### config.mk
export PLATFORM = sky130hd
export DESIGN_NAME = eir_event_interrupt_router
export DESIGN_NICKNAME = d
export VERILOG_FILES = /design/src/eir_pkg.sv /design/src/eir_event_interrupt_router.sv /design/src/eir_pin_edge.sv
export SDC_FILE = /design/constraint.sdc
export NUM_CORES = 1
export LEC_CHECK = 0
export ABC_AREA = 1
export BUFFER_PORTS_ARGS = -buffer_cell sky130_fd_sc_hd__buf_2
export CORE_MARGIN = 5
export CORE_UTILIZATION = 45
export DETAILED_ROUTE_END_ITERATION = 10
export PLACE_DENSITY = 0.65
export SLEW_MARGIN = 10
export SYNTH_ARGS = -nofsm -noshare
export SYNTH_HDL_FRONTEND = slang
export SYNTH_SLANG_ARGS = --single-unit
### constraint.sdc
create_clock -name clock -period 26.5 [get_ports clock]
set_input_delay 6.625 -clock clock [delete_from_list [all_inputs] [get_ports clock]]
set_output_delay 6.625 -clock clock [all_outputs]
set_load 0.02 [all_outputs]
### src/eir_pkg.sv
// constants shared by the event interrupt router files
// How it works
// route events to CPU, transfer controller, nonmaskables
// accept 33 peripheral maskable event sources
// per pin edge: falling, rising or both
// six external request pins, numbered 0 to 5
// drive 39 maskable requests to CPU controller
// transfer triggers selected like CPU requests
// NMI pin edge: falling or rising, selectable
// watchdog underflow or refresh error raises NMI
// voltage monitor one event raises NMI
// SRAM parity error raises NMI
// sleep wakes on any interrupt or NMI
// standby wakes on NMI or selected sources
// snooze wakes on NMI or selected sources
// software sets vmon1 select to enable events
// each pin's edge from its own field
// pins synchronised; NMI events latched until cleared
// reset disables every source and request
`default_nettype none

package eir_pkg;

   // ==========================================================
   // source counts
   localparam int PERIPH_COUNT = 33;
   localparam int PIN_COUNT = 6;
   localparam int NM_COUNT = 4;

   // ==========================================================
   // nonmaskable and pin status bit positions
   localparam int NM_PIN = 0;
   localparam int NM_WATCHDOG = 1;
   localparam int NM_VMON = 2;
   localparam int NM_PARITY = 3;
   localparam int STAT_PIN_LSB = 4;

   // ==========================================================
   // register byte offsets
   localparam logic [7:0] OFS_IRQ_EN_LO = 8'h00;
   localparam logic [7:0] OFS_IRQ_EN_HI = 8'h04;
   localparam logic [7:0] OFS_XFER_EN_LO = 8'h08;
   localparam logic [7:0] OFS_XFER_EN_HI = 8'h0c;
   localparam logic [7:0] OFS_STANDBY_END_SELECT0 = 8'h10;
   localparam logic [7:0] OFS_STANDBY_END_SELECT1 = 8'h14;
   localparam logic [7:0] OFS_EXT_EDGE_CFG = 8'h18;
   localparam logic [7:0] OFS_NMI_EDGE = 8'h1c;
   localparam logic [7:0] OFS_NONMASKABLE_ENABLE = 8'h20;
   localparam logic [7:0] OFS_INT_STATUS = 8'h24;
   localparam logic [7:0] OFS_INT_MASK = 8'h28;

   // ==========================================================
   // edge select codes, two bits per pin
   localparam logic [1:0] EDGE_FALL = 2'h0;
   localparam logic [1:0] EDGE_RISE = 2'h1;
   localparam logic [1:0] EDGE_BOTH = 2'h2;

   // ==========================================================
   // power mode codes from the power controller
   localparam logic [1:0] MODE_RUN = 2'h0;
   localparam logic [1:0] MODE_SLEEP = 2'h1;
   localparam logic [1:0] MODE_STANDBY = 2'h2;
   localparam logic [1:0] MODE_SNOOZE = 2'h3;

   // ==========================================================
   // reset values
   localparam logic [63:0] RST_ENABLE = 64'h0;
   localparam logic [31:0] RST_WORD = 32'h0;
   localparam logic RST_WAITREQUEST = 1'b1;
   localparam logic RST_FLAG = 1'b0;

endpackage : eir_pkg

`default_nettype wire

### src/eir_event_interrupt_router.sv
// event interrupt router: source routing, nonmaskables, wakeup, avalon registers
`default_nettype none

module eir_event_interrupt_router #(
   parameter int PERIPH_COUNT = eir_pkg::PERIPH_COUNT,
   parameter int PIN_COUNT = eir_pkg::PIN_COUNT,
   localparam int SRC = PERIPH_COUNT + PIN_COUNT,
   localparam int SW = eir_pkg::STAT_PIN_LSB + PIN_COUNT + 1
) (
   input wire logic clock,
   input wire logic rst,
   input wire logic ce,
   // avalon-mm slave
   input wire logic [7:0] address,
   input wire logic read,
   input wire logic write,
   input wire logic [31:0] writedata,
   input wire logic [3:0] byteenable,
   output logic [31:0] readdata,
   output logic waitrequest,
   // event sources
   input wire logic [PERIPH_COUNT-1:0] periph_event,
   input wire logic [PIN_COUNT-1:0] ext_request_pin,
   input wire logic nmi_pin,
   input wire logic independent_watchdog_underflow,
   input wire logic independent_watchdog_refresh_error,
   input wire logic voltage_monitor_one_event,
   input wire logic vmon1_irq_select,
   input wire logic ram_parity_event,
   input wire logic [1:0] power_mode,
   // requests out
   output logic [SRC-1:0] cpu_vector_request,
   output logic [SRC-1:0] transfer_request,
   output logic nonmaskable_request,
   output logic wake_request,
   output logic irq
);

   // ==========================================================
   // helpers
   localparam logic [63:0] SRC_MASK = {64{1'b1}} >> (64 - SRC);
   localparam int WAKE_BIT = SW - 1;

   // byte-lane merge of a write into a stored word
   function automatic logic [31:0] merge(input logic [31:0] old, input logic [31:0] wd,
                                          input logic [3:0] be);
      logic [31:0] res;
      res = old;
      for (int i = 0; i < 4; i++) begin
         if (be[i]) begin
            res[i*8 +: 8] = wd[i*8 +: 8];
         end
      end
      return res;
   endfunction : merge

   // ==========================================================
   // register state
   logic [63:0] irq_en;
   logic [63:0] xfer_en;
   logic [63:0] standby_end_select;
   logic [31:0] ext_request_edge_cfg;
   logic nmi_edge;
   logic [eir_pkg::NM_COUNT-1:0] nonmaskable_enable_reg;
   logic [SW-1:0] status;
   logic [SW-1:0] int_mask;

   // next values, built by the processes below
   logic [63:0] next_irq_en;
   logic [63:0] next_xfer_en;
   logic [63:0] next_standby_end_select;
   logic [31:0] next_ext_request_edge_cfg;
   logic next_nmi_edge;
   logic [eir_pkg::NM_COUNT-1:0] next_nonmaskable_enable_reg;
   logic [SW-1:0] next_status;
   logic [SW-1:0] next_int_mask;
   logic [31:0] next_readdata;
   logic next_waitrequest;

   // next values of the registered outputs
   logic [SRC-1:0] next_cpu_vector_request;
   logic [SRC-1:0] next_transfer_request;
   logic next_nonmaskable_request;
   logic next_wake_request;
   logic next_irq;

   // ==========================================================
   // pin edge detection, one detector per pin plus the nmi pin
   logic [PIN_COUNT-1:0] pin_detect;
   logic nmi_detect;

   for (genvar g = 0; g < PIN_COUNT; g++) begin : g_pin
      eir_pin_edge u_edge (
         .clock(clock),
         .rst(rst),
         .ce(ce),
         .pin(ext_request_pin[g]),
         .edge_sel(ext_request_edge_cfg[2*g +: 2]),
         .detect(pin_detect[g])
      );
   end

   // nmi only offers rising or falling, never both
   eir_pin_edge u_nmi_edge (
      .clock(clock),
      .rst(rst),
      .ce(ce),
      .pin(nmi_pin),
      .edge_sel(nmi_edge ? eir_pkg::EDGE_RISE : eir_pkg::EDGE_FALL),
      .detect(nmi_detect)
   );

   // ==========================================================
   // combined source vector: peripherals low, pins above
   logic [SRC-1:0] src_event;
   logic [eir_pkg::NM_COUNT-1:0] nm_set;
   logic accept_wr;
   logic accept_rd;
   logic [SW-1:0] read_clear;
   logic nm_pending;
   logic wake_cond;

   always_comb begin
      src_event = {pin_detect, periph_event};
      nm_set = '0;
      nm_set[eir_pkg::NM_PIN] = nmi_detect;
      nm_set[eir_pkg::NM_WATCHDOG] = independent_watchdog_underflow
                                     | independent_watchdog_refresh_error;
      // monitor events count only once software selected them
      nm_set[eir_pkg::NM_VMON] = voltage_monitor_one_event & vmon1_irq_select;
      nm_set[eir_pkg::NM_PARITY] = ram_parity_event;
   end

   // ==========================================================
   // avalon slave: one wait cycle, then the request is taken
   always_comb begin
      accept_wr = write & ~waitrequest;
      accept_rd = read & ~waitrequest;

      // idle answer is busy, so a request always waits once
      next_waitrequest = eir_pkg::RST_WAITREQUEST;
      if ((read || write) && waitrequest) begin
         next_waitrequest = 1'b0;
      end
   end

   // read data captured in the wait cycle so it stands at the taking edge
   always_comb begin
      next_readdata = readdata;
      if (read && waitrequest) begin
         case (address)
            eir_pkg::OFS_IRQ_EN_LO: next_readdata = irq_en[31:0];
            eir_pkg::OFS_IRQ_EN_HI: next_readdata = irq_en[63:32];
            eir_pkg::OFS_XFER_EN_LO: next_readdata = xfer_en[31:0];
            eir_pkg::OFS_XFER_EN_HI: next_readdata = xfer_en[63:32];
            eir_pkg::OFS_STANDBY_END_SELECT0: next_readdata = standby_end_select[31:0];
            eir_pkg::OFS_STANDBY_END_SELECT1: next_readdata = standby_end_select[63:32];
            eir_pkg::OFS_EXT_EDGE_CFG: next_readdata = ext_request_edge_cfg;
            eir_pkg::OFS_NMI_EDGE: next_readdata = {31'h0, nmi_edge};
            eir_pkg::OFS_NONMASKABLE_ENABLE: next_readdata = 32'(nonmaskable_enable_reg);
            eir_pkg::OFS_INT_STATUS: next_readdata = 32'(status);
            eir_pkg::OFS_INT_MASK: next_readdata = 32'(int_mask);
            default: next_readdata = 32'h0; // unmapped reads zero
         endcase
      end
   end

   // register writes at the taking edge
   always_comb begin
      next_irq_en = irq_en;
      next_xfer_en = xfer_en;
      next_standby_end_select = standby_end_select;
      next_ext_request_edge_cfg = ext_request_edge_cfg;
      next_nmi_edge = nmi_edge;
      next_nonmaskable_enable_reg = nonmaskable_enable_reg;
      next_int_mask = int_mask;
      if (accept_wr) begin
         case (address)
            eir_pkg::OFS_IRQ_EN_LO:
               next_irq_en[31:0] = merge(irq_en[31:0], writedata, byteenable);
            eir_pkg::OFS_IRQ_EN_HI:
               next_irq_en[63:32] = merge(irq_en[63:32], writedata, byteenable);
            eir_pkg::OFS_XFER_EN_LO:
               next_xfer_en[31:0] = merge(xfer_en[31:0], writedata, byteenable);
            eir_pkg::OFS_XFER_EN_HI:
               next_xfer_en[63:32] = merge(xfer_en[63:32], writedata, byteenable);
            eir_pkg::OFS_STANDBY_END_SELECT0: next_standby_end_select[31:0] =
               merge(standby_end_select[31:0], writedata, byteenable);
            eir_pkg::OFS_STANDBY_END_SELECT1: next_standby_end_select[63:32] =
               merge(standby_end_select[63:32], writedata, byteenable);
            eir_pkg::OFS_EXT_EDGE_CFG: next_ext_request_edge_cfg =
               merge(ext_request_edge_cfg, writedata, byteenable)
               & ({32{1'b1}} >> (32 - 2 * PIN_COUNT));
            eir_pkg::OFS_NMI_EDGE: begin
               if (byteenable[0]) begin
                  next_nmi_edge = writedata[0];
               end
            end
            eir_pkg::OFS_NONMASKABLE_ENABLE: begin
               // set-only: a stray write can never switch an nmi source off
               if (byteenable[0]) begin
                  next_nonmaskable_enable_reg = nonmaskable_enable_reg
                     | writedata[eir_pkg::NM_COUNT-1:0];
               end
            end
            eir_pkg::OFS_INT_MASK: next_int_mask =
               SW'(merge(32'(int_mask), writedata, byteenable));
            default: ; // unmapped writes ignored
         endcase
         // storage beyond the real source count stays zero
         next_irq_en = next_irq_en & SRC_MASK;
         next_xfer_en = next_xfer_en & SRC_MASK;
         next_standby_end_select = next_standby_end_select & SRC_MASK;
      end
   end

   // ==========================================================
   // sticky status: clearing by read uses the captured word, so
   // events arriving after the capture survive, and a set beats a clear
   always_comb begin
      nm_pending = |(status[eir_pkg::NM_COUNT-1:0] & nonmaskable_enable_reg);
      // run mode never asks for a wake
      case (power_mode)
         eir_pkg::MODE_SLEEP:
            wake_cond = nm_pending | (|(src_event & irq_en[SRC-1:0]));
         eir_pkg::MODE_STANDBY:
            wake_cond = nm_pending | (|(src_event & standby_end_select[SRC-1:0]));
         eir_pkg::MODE_SNOOZE:
            wake_cond = nm_pending | (|(src_event & standby_end_select[SRC-1:0]));
         default: wake_cond = 1'b0;
      endcase

      // a read clears only the bits that it returned
      read_clear = '0;
      if (accept_rd && address == eir_pkg::OFS_INT_STATUS) begin
         read_clear = readdata[SW-1:0];
      end
      next_status = status & ~read_clear;
      next_status[eir_pkg::NM_COUNT-1:0] = next_status[eir_pkg::NM_COUNT-1:0] | nm_set;
      next_status[eir_pkg::STAT_PIN_LSB +: PIN_COUNT] =
         next_status[eir_pkg::STAT_PIN_LSB +: PIN_COUNT] | pin_detect;
      next_status[WAKE_BIT] = next_status[WAKE_BIT] | wake_cond;
   end

   // ==========================================================
   // registered request outputs, all gated by enables cleared at reset
   always_comb begin
      next_cpu_vector_request = src_event & irq_en[SRC-1:0];
      next_transfer_request = src_event & xfer_en[SRC-1:0];
      next_nonmaskable_request =
         |(next_status[eir_pkg::NM_COUNT-1:0] & nonmaskable_enable_reg);
      next_wake_request = wake_cond;
      // a new mask acts at once, as a status read does
      next_irq = |(next_status & next_int_mask);
   end

   // ==========================================================
   // state registers; ce low freezes everything
   always_ff @(posedge clock or posedge rst) begin
      if (rst) begin
         irq_en <= eir_pkg::RST_ENABLE;
         xfer_en <= eir_pkg::RST_ENABLE;
         standby_end_select <= eir_pkg::RST_ENABLE;
         ext_request_edge_cfg <= eir_pkg::RST_WORD;
         nmi_edge <= eir_pkg::RST_FLAG;
         nonmaskable_enable_reg <= '0;
         status <= '0;
         int_mask <= '0;

         readdata <= eir_pkg::RST_WORD;
         waitrequest <= eir_pkg::RST_WAITREQUEST;

         cpu_vector_request <= '0;
         transfer_request <= '0;
         nonmaskable_request <= eir_pkg::RST_FLAG;
         wake_request <= eir_pkg::RST_FLAG;
         irq <= eir_pkg::RST_FLAG;
      end else if (ce) begin
         irq_en <= next_irq_en;
         xfer_en <= next_xfer_en;
         standby_end_select <= next_standby_end_select;
         ext_request_edge_cfg <= next_ext_request_edge_cfg;
         nmi_edge <= next_nmi_edge;
         nonmaskable_enable_reg <= next_nonmaskable_enable_reg;
         status <= next_status;
         int_mask <= next_int_mask;

         readdata <= next_readdata;
         waitrequest <= next_waitrequest;

         cpu_vector_request <= next_cpu_vector_request;
         transfer_request <= next_transfer_request;
         nonmaskable_request <= next_nonmaskable_request;
         wake_request <= next_wake_request;
         irq <= next_irq;
      end
   end

endmodule : eir_event_interrupt_router

`default_nettype wire

### src/eir_pin_edge.sv
// pin synchroniser and selectable edge detector
`default_nettype none

module eir_pin_edge (
   input wire logic clock,
   input wire logic rst,
   input wire logic ce,
   input wire logic pin,
   input wire logic [1:0] edge_sel,
   output logic detect
);

   // ==========================================================
   // sync[0] feeds only sync[1]; sync[2] holds the previous level
   logic [2:0] sync;
   logic [2:0] next_sync;
   logic next_detect;
   logic rise;
   logic fall;

   // edge decode on synchronised levels only
   always_comb begin
      next_sync = {sync[1:0], pin};
      rise = sync[1] & ~sync[2];
      fall = ~sync[1] & sync[2];
      case (edge_sel)
         eir_pkg::EDGE_FALL: next_detect = fall;
         eir_pkg::EDGE_RISE: next_detect = rise;
         default: next_detect = rise | fall;
      endcase
   end

   // registers frozen while ce is low
   always_ff @(posedge clock or posedge rst) begin
      if (rst) begin
         sync <= 3'h0;
         detect <= eir_pkg::RST_FLAG;
      end else if (ce) begin
         sync <= next_sync;
         detect <= next_detect;
      end
   end

endmodule : eir_pin_edge

`default_nettype wire

==> results of run 1 <==
-- where the power goes --
part	internal (mW)	switching [mW]	total (mW)
Clock	0.239	0.179	0.418
Sequential	0.467	0.00893	0.476
Combinational	0.0188	0.0497	0.0685
-- per-layer routing --
layer,routed length [µm],up-vias
met5,0,-
met4,1039,0
met3,2992,61
met2,18040,440
met1,17950,5650
li1,-,5638
-- stage by stage --
stage	area (µm²)	hold WS, ns	setup slack (ns)
final	15680	0.4672	17.87
after global routing	15680	0.4889	17.60
after CTS	15670	0.4734	17.90
after detailed placement	14710	0.4583	17.29
after global placement	14710	0.4480	17.39
after floorplan	13410	0.4309	11.64
-- tightest hold or removal path, delay by kind of cell, from the launching register on --
| family | cells | cell delay [ns] |
|---|---|---|
| and+or+nand+nor | 2 | 0.09 |
| DFF | 1 | 0.34 |
-- final timing paths --
check                                     endpoint  slack [ns]
max                         cpu_vector_request[27]       17.87
min                        g_pin[4].u_edge.sync[0]        0.47
max reg2reg                           readdata[27]       24.20
min in group asynchronous  g_pin[0].u_edge.sync[0]        6.11
min reg2reg                g_pin[4].u_edge.sync[0]        0.47
max in group asynchronous    cpu_vector_request[7]       18.15
-- cells in the mapped netlist (7+ instances only) --
master / count / area (µm²)
nand2_1: 618 / 2320
dfrtp_1: 297 / 7432
o21ai_0: 211 / 1056
inv_1: 129 / 484.2
nand3_1: 74 / 370.4
nor2_1: 72 / 270.3
clkbuf_1: 35 / 131.4
o21ai_1: 28 / 140.1
a221oi_1: 25 / 219.0
buf_2: 21 / 105.1
a21oi_1: 15 / 75.07
ha_1: 12 / 150.1
nand4_1: 9 / 56.30
a22o_1: 7 / 61.31
o22ai_1: 7 / 43.79
-- cells by family after synthesis --
logic type,Yosys count,share of synthesized area [%]
buffers and inverters,199,6.019
DFF,298,55.63
adders and majority gates,12,1.120
AOI/OAI and AO/OA,312,12.98
and+or+nand+nor,802,24.25
-- layout make-up --
type,count,area (µm²)
timing repair buffer,217,1109
fill,2830,13880
tap,390,488.0
clock buffer,48,889.6
antenna,2,5.005
inverter,135,516.7
multi-input combinational,1126,5142
clock inverter,6,70.07
sequential,298,7458
==> flow_summary.toml, run 1 <==
[detailed_routing]
postRouteAntennaNets = 0
wirelength_um = 40020
drc = 0
dr.pass1.iters = 5
vias_per_cell = 5.306
vias = 11790
drt_iter0_markers = 1190
wire_per_inst_um = 18.01

[placement]
io_buffers = 209
dp_cells = 2166
place.gp.congestion = 0.8905
dp_hpwl_um = 28890

[yosys]
ys_warn_count = 0
synth_top_flop_cell = "dfrtp_1"
async_reset_ff_share_pct = 100.0
synth-seq-area-share_pct = 55.63
syn_area_per_cell_um2 = 8.261
syn_inst = 1623
synth-edff-count = 0
synth_area_mm2 = 0.01341
postSynthRegisterBits = 298
yosysUniqueCellTypes = 36
syn_nets = 1731

[grt]
grt-ovfl-total = 0
grt_antenna_before_repair = 2
grtUsageMet2_pct = 36.26
grt_pass1_vias = 11370
met1_usage_pct = 34.61
track_usage_pct = 23.51
grt_use_met3_pct = 3.847
grt_pass1_wl_um = 63010
grt_max_degree = 116
grt_busiest_layer = "met2"

[worst_setup_path]
cp.depth = 6
critical_path_class = "input pin to register"
critPathLaunchType = "input pin"
crit_path_top_delay_cell = "buf_4"
endpoint_kind = "register"
critPathTopFamily = "buffers and inverters"
r2r-start = "waitrequest"
required_ns = 26.91
critPathMostFrequentCell = "buf_4"
worstPathCellList = "buf_4 -> buf_4 -> inv_4 -> buf_4 -> nand2_1 -> o21ai_0"
worst-path-buf-inv = 4
max_stage_delay_ns = 0.83
startpoint = "ce"
worst_ep_arrival_time_ns = 9.04
crit_path_max_fanout = 115
reg2reg_depth = 6

[sta]
finalSetupViolCount = 0
min_period_ns = 8.635
rsz0062_at_grt = "no"
finalHoldViolations = 0
max_freq_ghz = 0.1158
max_slew.worst_pin.slew_ns = 1.110
tns_ns = 0
clock_skew_ns = 0.01803
finalCritPeriodShare_pct = 32.58
slew_headroom_pct = 25.74
report.final.slew_viol_count = 0

[finish]
final_common_cell = "nand2_1"
final_nets = 1917
final_core_util_pct = 53.04
instances_no_fill = 2222
layout_common_cells = "nand2_1 (618), dfrtp_1 (297), o21ai_0 (211), buf_2 (208), inv_1 (128)"
area_growth_syn_to_layout_pct = 16.94
final_layout_size_suffix_gt1_share_pct = 16.07

[clocking]
clock-root-buffer = "clkbuf_16"
htree_levels = 1
cts.sinks = 298
cts-resized-gates = 0
clock_path_buffers = 3
insertion_delay_ns = 0.58
cts_tree = "built"
cts_hold_buf = 0
cts_made_buffers = 31
clk_pin_slew_ns = 0.06
cts_setup_buffers = 0

[floorplan]
num_rows = 63
dieArea_mm2 = 0.03335
io_pins = 210
die_y_um = 182.6
fp.coreArea_mm2 = 0.02956
initial_core_util_pct = 45.36
die_x_um = 182.6

[pwr]
power_uw = 962.0
p_leak_nw = 8.111
vdd.ir_drop.worst_v = 0.00004919
powerDensity_mw_per_mm2 = 61.36

[min_path]
hold_depth = 2
hp-class = "register to register"
hp-start = "g_pin[4].u_edge.sync[0]"

[outcome]
status = "finished, final reports clean"

[run]
cap_violations = 0
No activity file was read; power rests on OpenSTA's default activity.
==> inputs of run 2 (changes only) <==
- PLACE_DENSITY: 0.65 -> 0.67
- clock period: 26.5 -> 7.4 ns (I/O delays scaled with it)
==> flow_summary.toml, run 2 (synthesized netlist as in run 1, its figures left out) <==
[finish]
final_common_cell = "nand2_1"
fill_cells = 2876
layout_common_cells = "nand2_1 (618), dfrtp_1 (297), o21ai_0 (211), buf_2 (208), inv_1 (128)"
instances_no_fill = 2224
fin_area_mm2 = 0.01573
area_growth_syn_to_layout_pct = 17.34
final_layout_size_suffix_gt1_share_pct = 16.31
final_nets = 1918
final_core_util_pct = 53.22
regArea_mm2 = 0.007458
multi_input_area_mm2 = 0.005142

[outcome]
status = "finished, final reports clean"

[worst_setup_path]
worst_ep_arrival_time_ns = 4.01
r2r-start = "waitrequest"
r2r-end = "irq_en[22]"
endpoint_kind = "register"
crit_path_max_fanout = 21
ff2ff_setup_slack_ns = 5.22
reg2reg_depth = 5
critical_path_class = "input pin to register"
required_ns = 7.81
critPathLaunchType = "input pin"

[grt]
grt_pass1_vias = 11070
grt_antenna_before_repair = 1
grt_max_degree = 174
grt_pass1_wl_um = 63250
track_usage_pct = 23.71
grt-ovfl-total = 0

[sta]
min_period_ns = 3.600
finalHoldViolations = 0
slew_headroom_pct = 34.91
finalSetupViolCount = 0
rsz0062_at_grt = "no"
tns_ns = 0
max_slew.worst_pin.slew_ns = 0.9763
report.final.slew_viol_count = 0
clock_skew_ns = 0.02382
max_freq_ghz = 0.2778
finalCritPeriodShare_pct = 48.65

[run]
cap_violations = 0

[clocking]
cts_setup_buffers = 0
htree_levels = 1
clock_path_buffers = 3
cts_made_buffers = 30
insertion_delay_ns = 0.56
cts_tree = "built"
clk_pin_slew_ns = 0.06
cts-resized-gates = 0
cts_hold_buf = 0
clock-root-buffer = "clkbuf_16"
cts.sinks = 298

[placement]
placed_cell_area_mm2 = 0.01474
dp_hpwl_um = 29100
dp_cells = 2168
place.gp.congestion = 0.9292
io_buffers = 209

[floorplan]
num_rows = 63
die_y_um = 182.6
io_pins = 210
initial_core_util_pct = 45.36
die_x_um = 182.6
dieArea_mm2 = 0.03335
fp.coreArea_mm2 = 0.02956

[pwr]
p_leak_nw = 8.134
powerDensity_mw_per_mm2 = 221.2
vdd.ir_drop.worst_v = 0.0001804
power_mw = 3.481

[detailed_routing]
wirelength_um = 40450
vias_per_cell = 5.305
vias = 11800
dr.pass1.iters = 6
wire_per_inst_um = 18.19
postRouteAntennaNets = 0
drt_iter0_markers = 1166
drc = 0

[min_path]
hold_depth = 1
hp-class = "register to register"
holdPathEnd = "u_nmi_edge.detect"
hp-start = "nmi_edge"
==> run 2: cell types whose count changed in the layout (fill, tap and decap cells not counted) <==
| cell | before | now |
|---|---|---|
| buf_12 | 0 | 1 |
| clkinvlp_4 | 0 | 2 |
| clkinv_4 | 0 | 1 |
| inv_16 | 1 | 0 |
| bufinv_16 | 1 | 2 |
| clkbuf_1 | 12 | 10 |
| inv_8 | 1 | 0 |
| clkbuf_8 | 5 | 6 |
| diode_2 | 2 | 1 |
| buf_4 | 9 | 10 |
==> run 2: worst max-delay path: stages <==
cell,delay (ns)
buf_2,0.11
nor2_2,0.17
nand3_2,0.18
nor2_2,0.68
buf_4,0.44
nand2_1,0.33
nand2_1,0.14
o21ai_0,0.09
==> run 2: area by class of cell <==
type | count | area share [%]
diodes | 1 | 0.01591
clock inverters | 8 | 0.6124
flip-flops and latches | 298 | 47.41
multi-input cells | 1126 | 32.69
well taps | 390 | 3.102
clock buffers | 47 | 5.694
repair buffers | 219 | 7.221
inverters | 135 | 3.261
==> run 2: routing by layer <==
metal | part of all wire (%) | track usage [%]
met5 | 0.032 | 0
met2 | 45 | 37.06
met1 | 45 | 35.22
met3 | 8.5 | 3.727
met4 | 2.0 | 5.074
==> run 2: stage by stage <==
| step | setup slack, ns | hold slack [ns] |
|---|---|---|
| final | 3.800 | 0.4676 |
| after global routing | 3.652 | 0.4797 |
| after CTS | 3.857 | 0.4705 |
| after detailed placement | 3.285 | 0.4597 |
| after global placement | 3.355 | 0.4439 |
| after floorplan | 1.592 | 0.4309 |
==> run 2: worst max path at each step <==
stage / from / to / cells past startpoint
finish: address[1] / standby_end_select[3] / 8
global route: address[1] / standby_end_select[3] / 8
CTS: address[1] / standby_end_select[3] / 8
detailed placement: address[1] / standby_end_select[2] / 8
global placement: address[1] / standby_end_select[2] / 8
floorplan: rst / cpu_vector_request[0] / 1
==> run 2: power by group <==
group	total, mW	internal (mW)	switching, mW
registers	1.70	1.67	0.0327
logic	0.247	0.0688	0.179
clock network	1.53	0.896	0.633
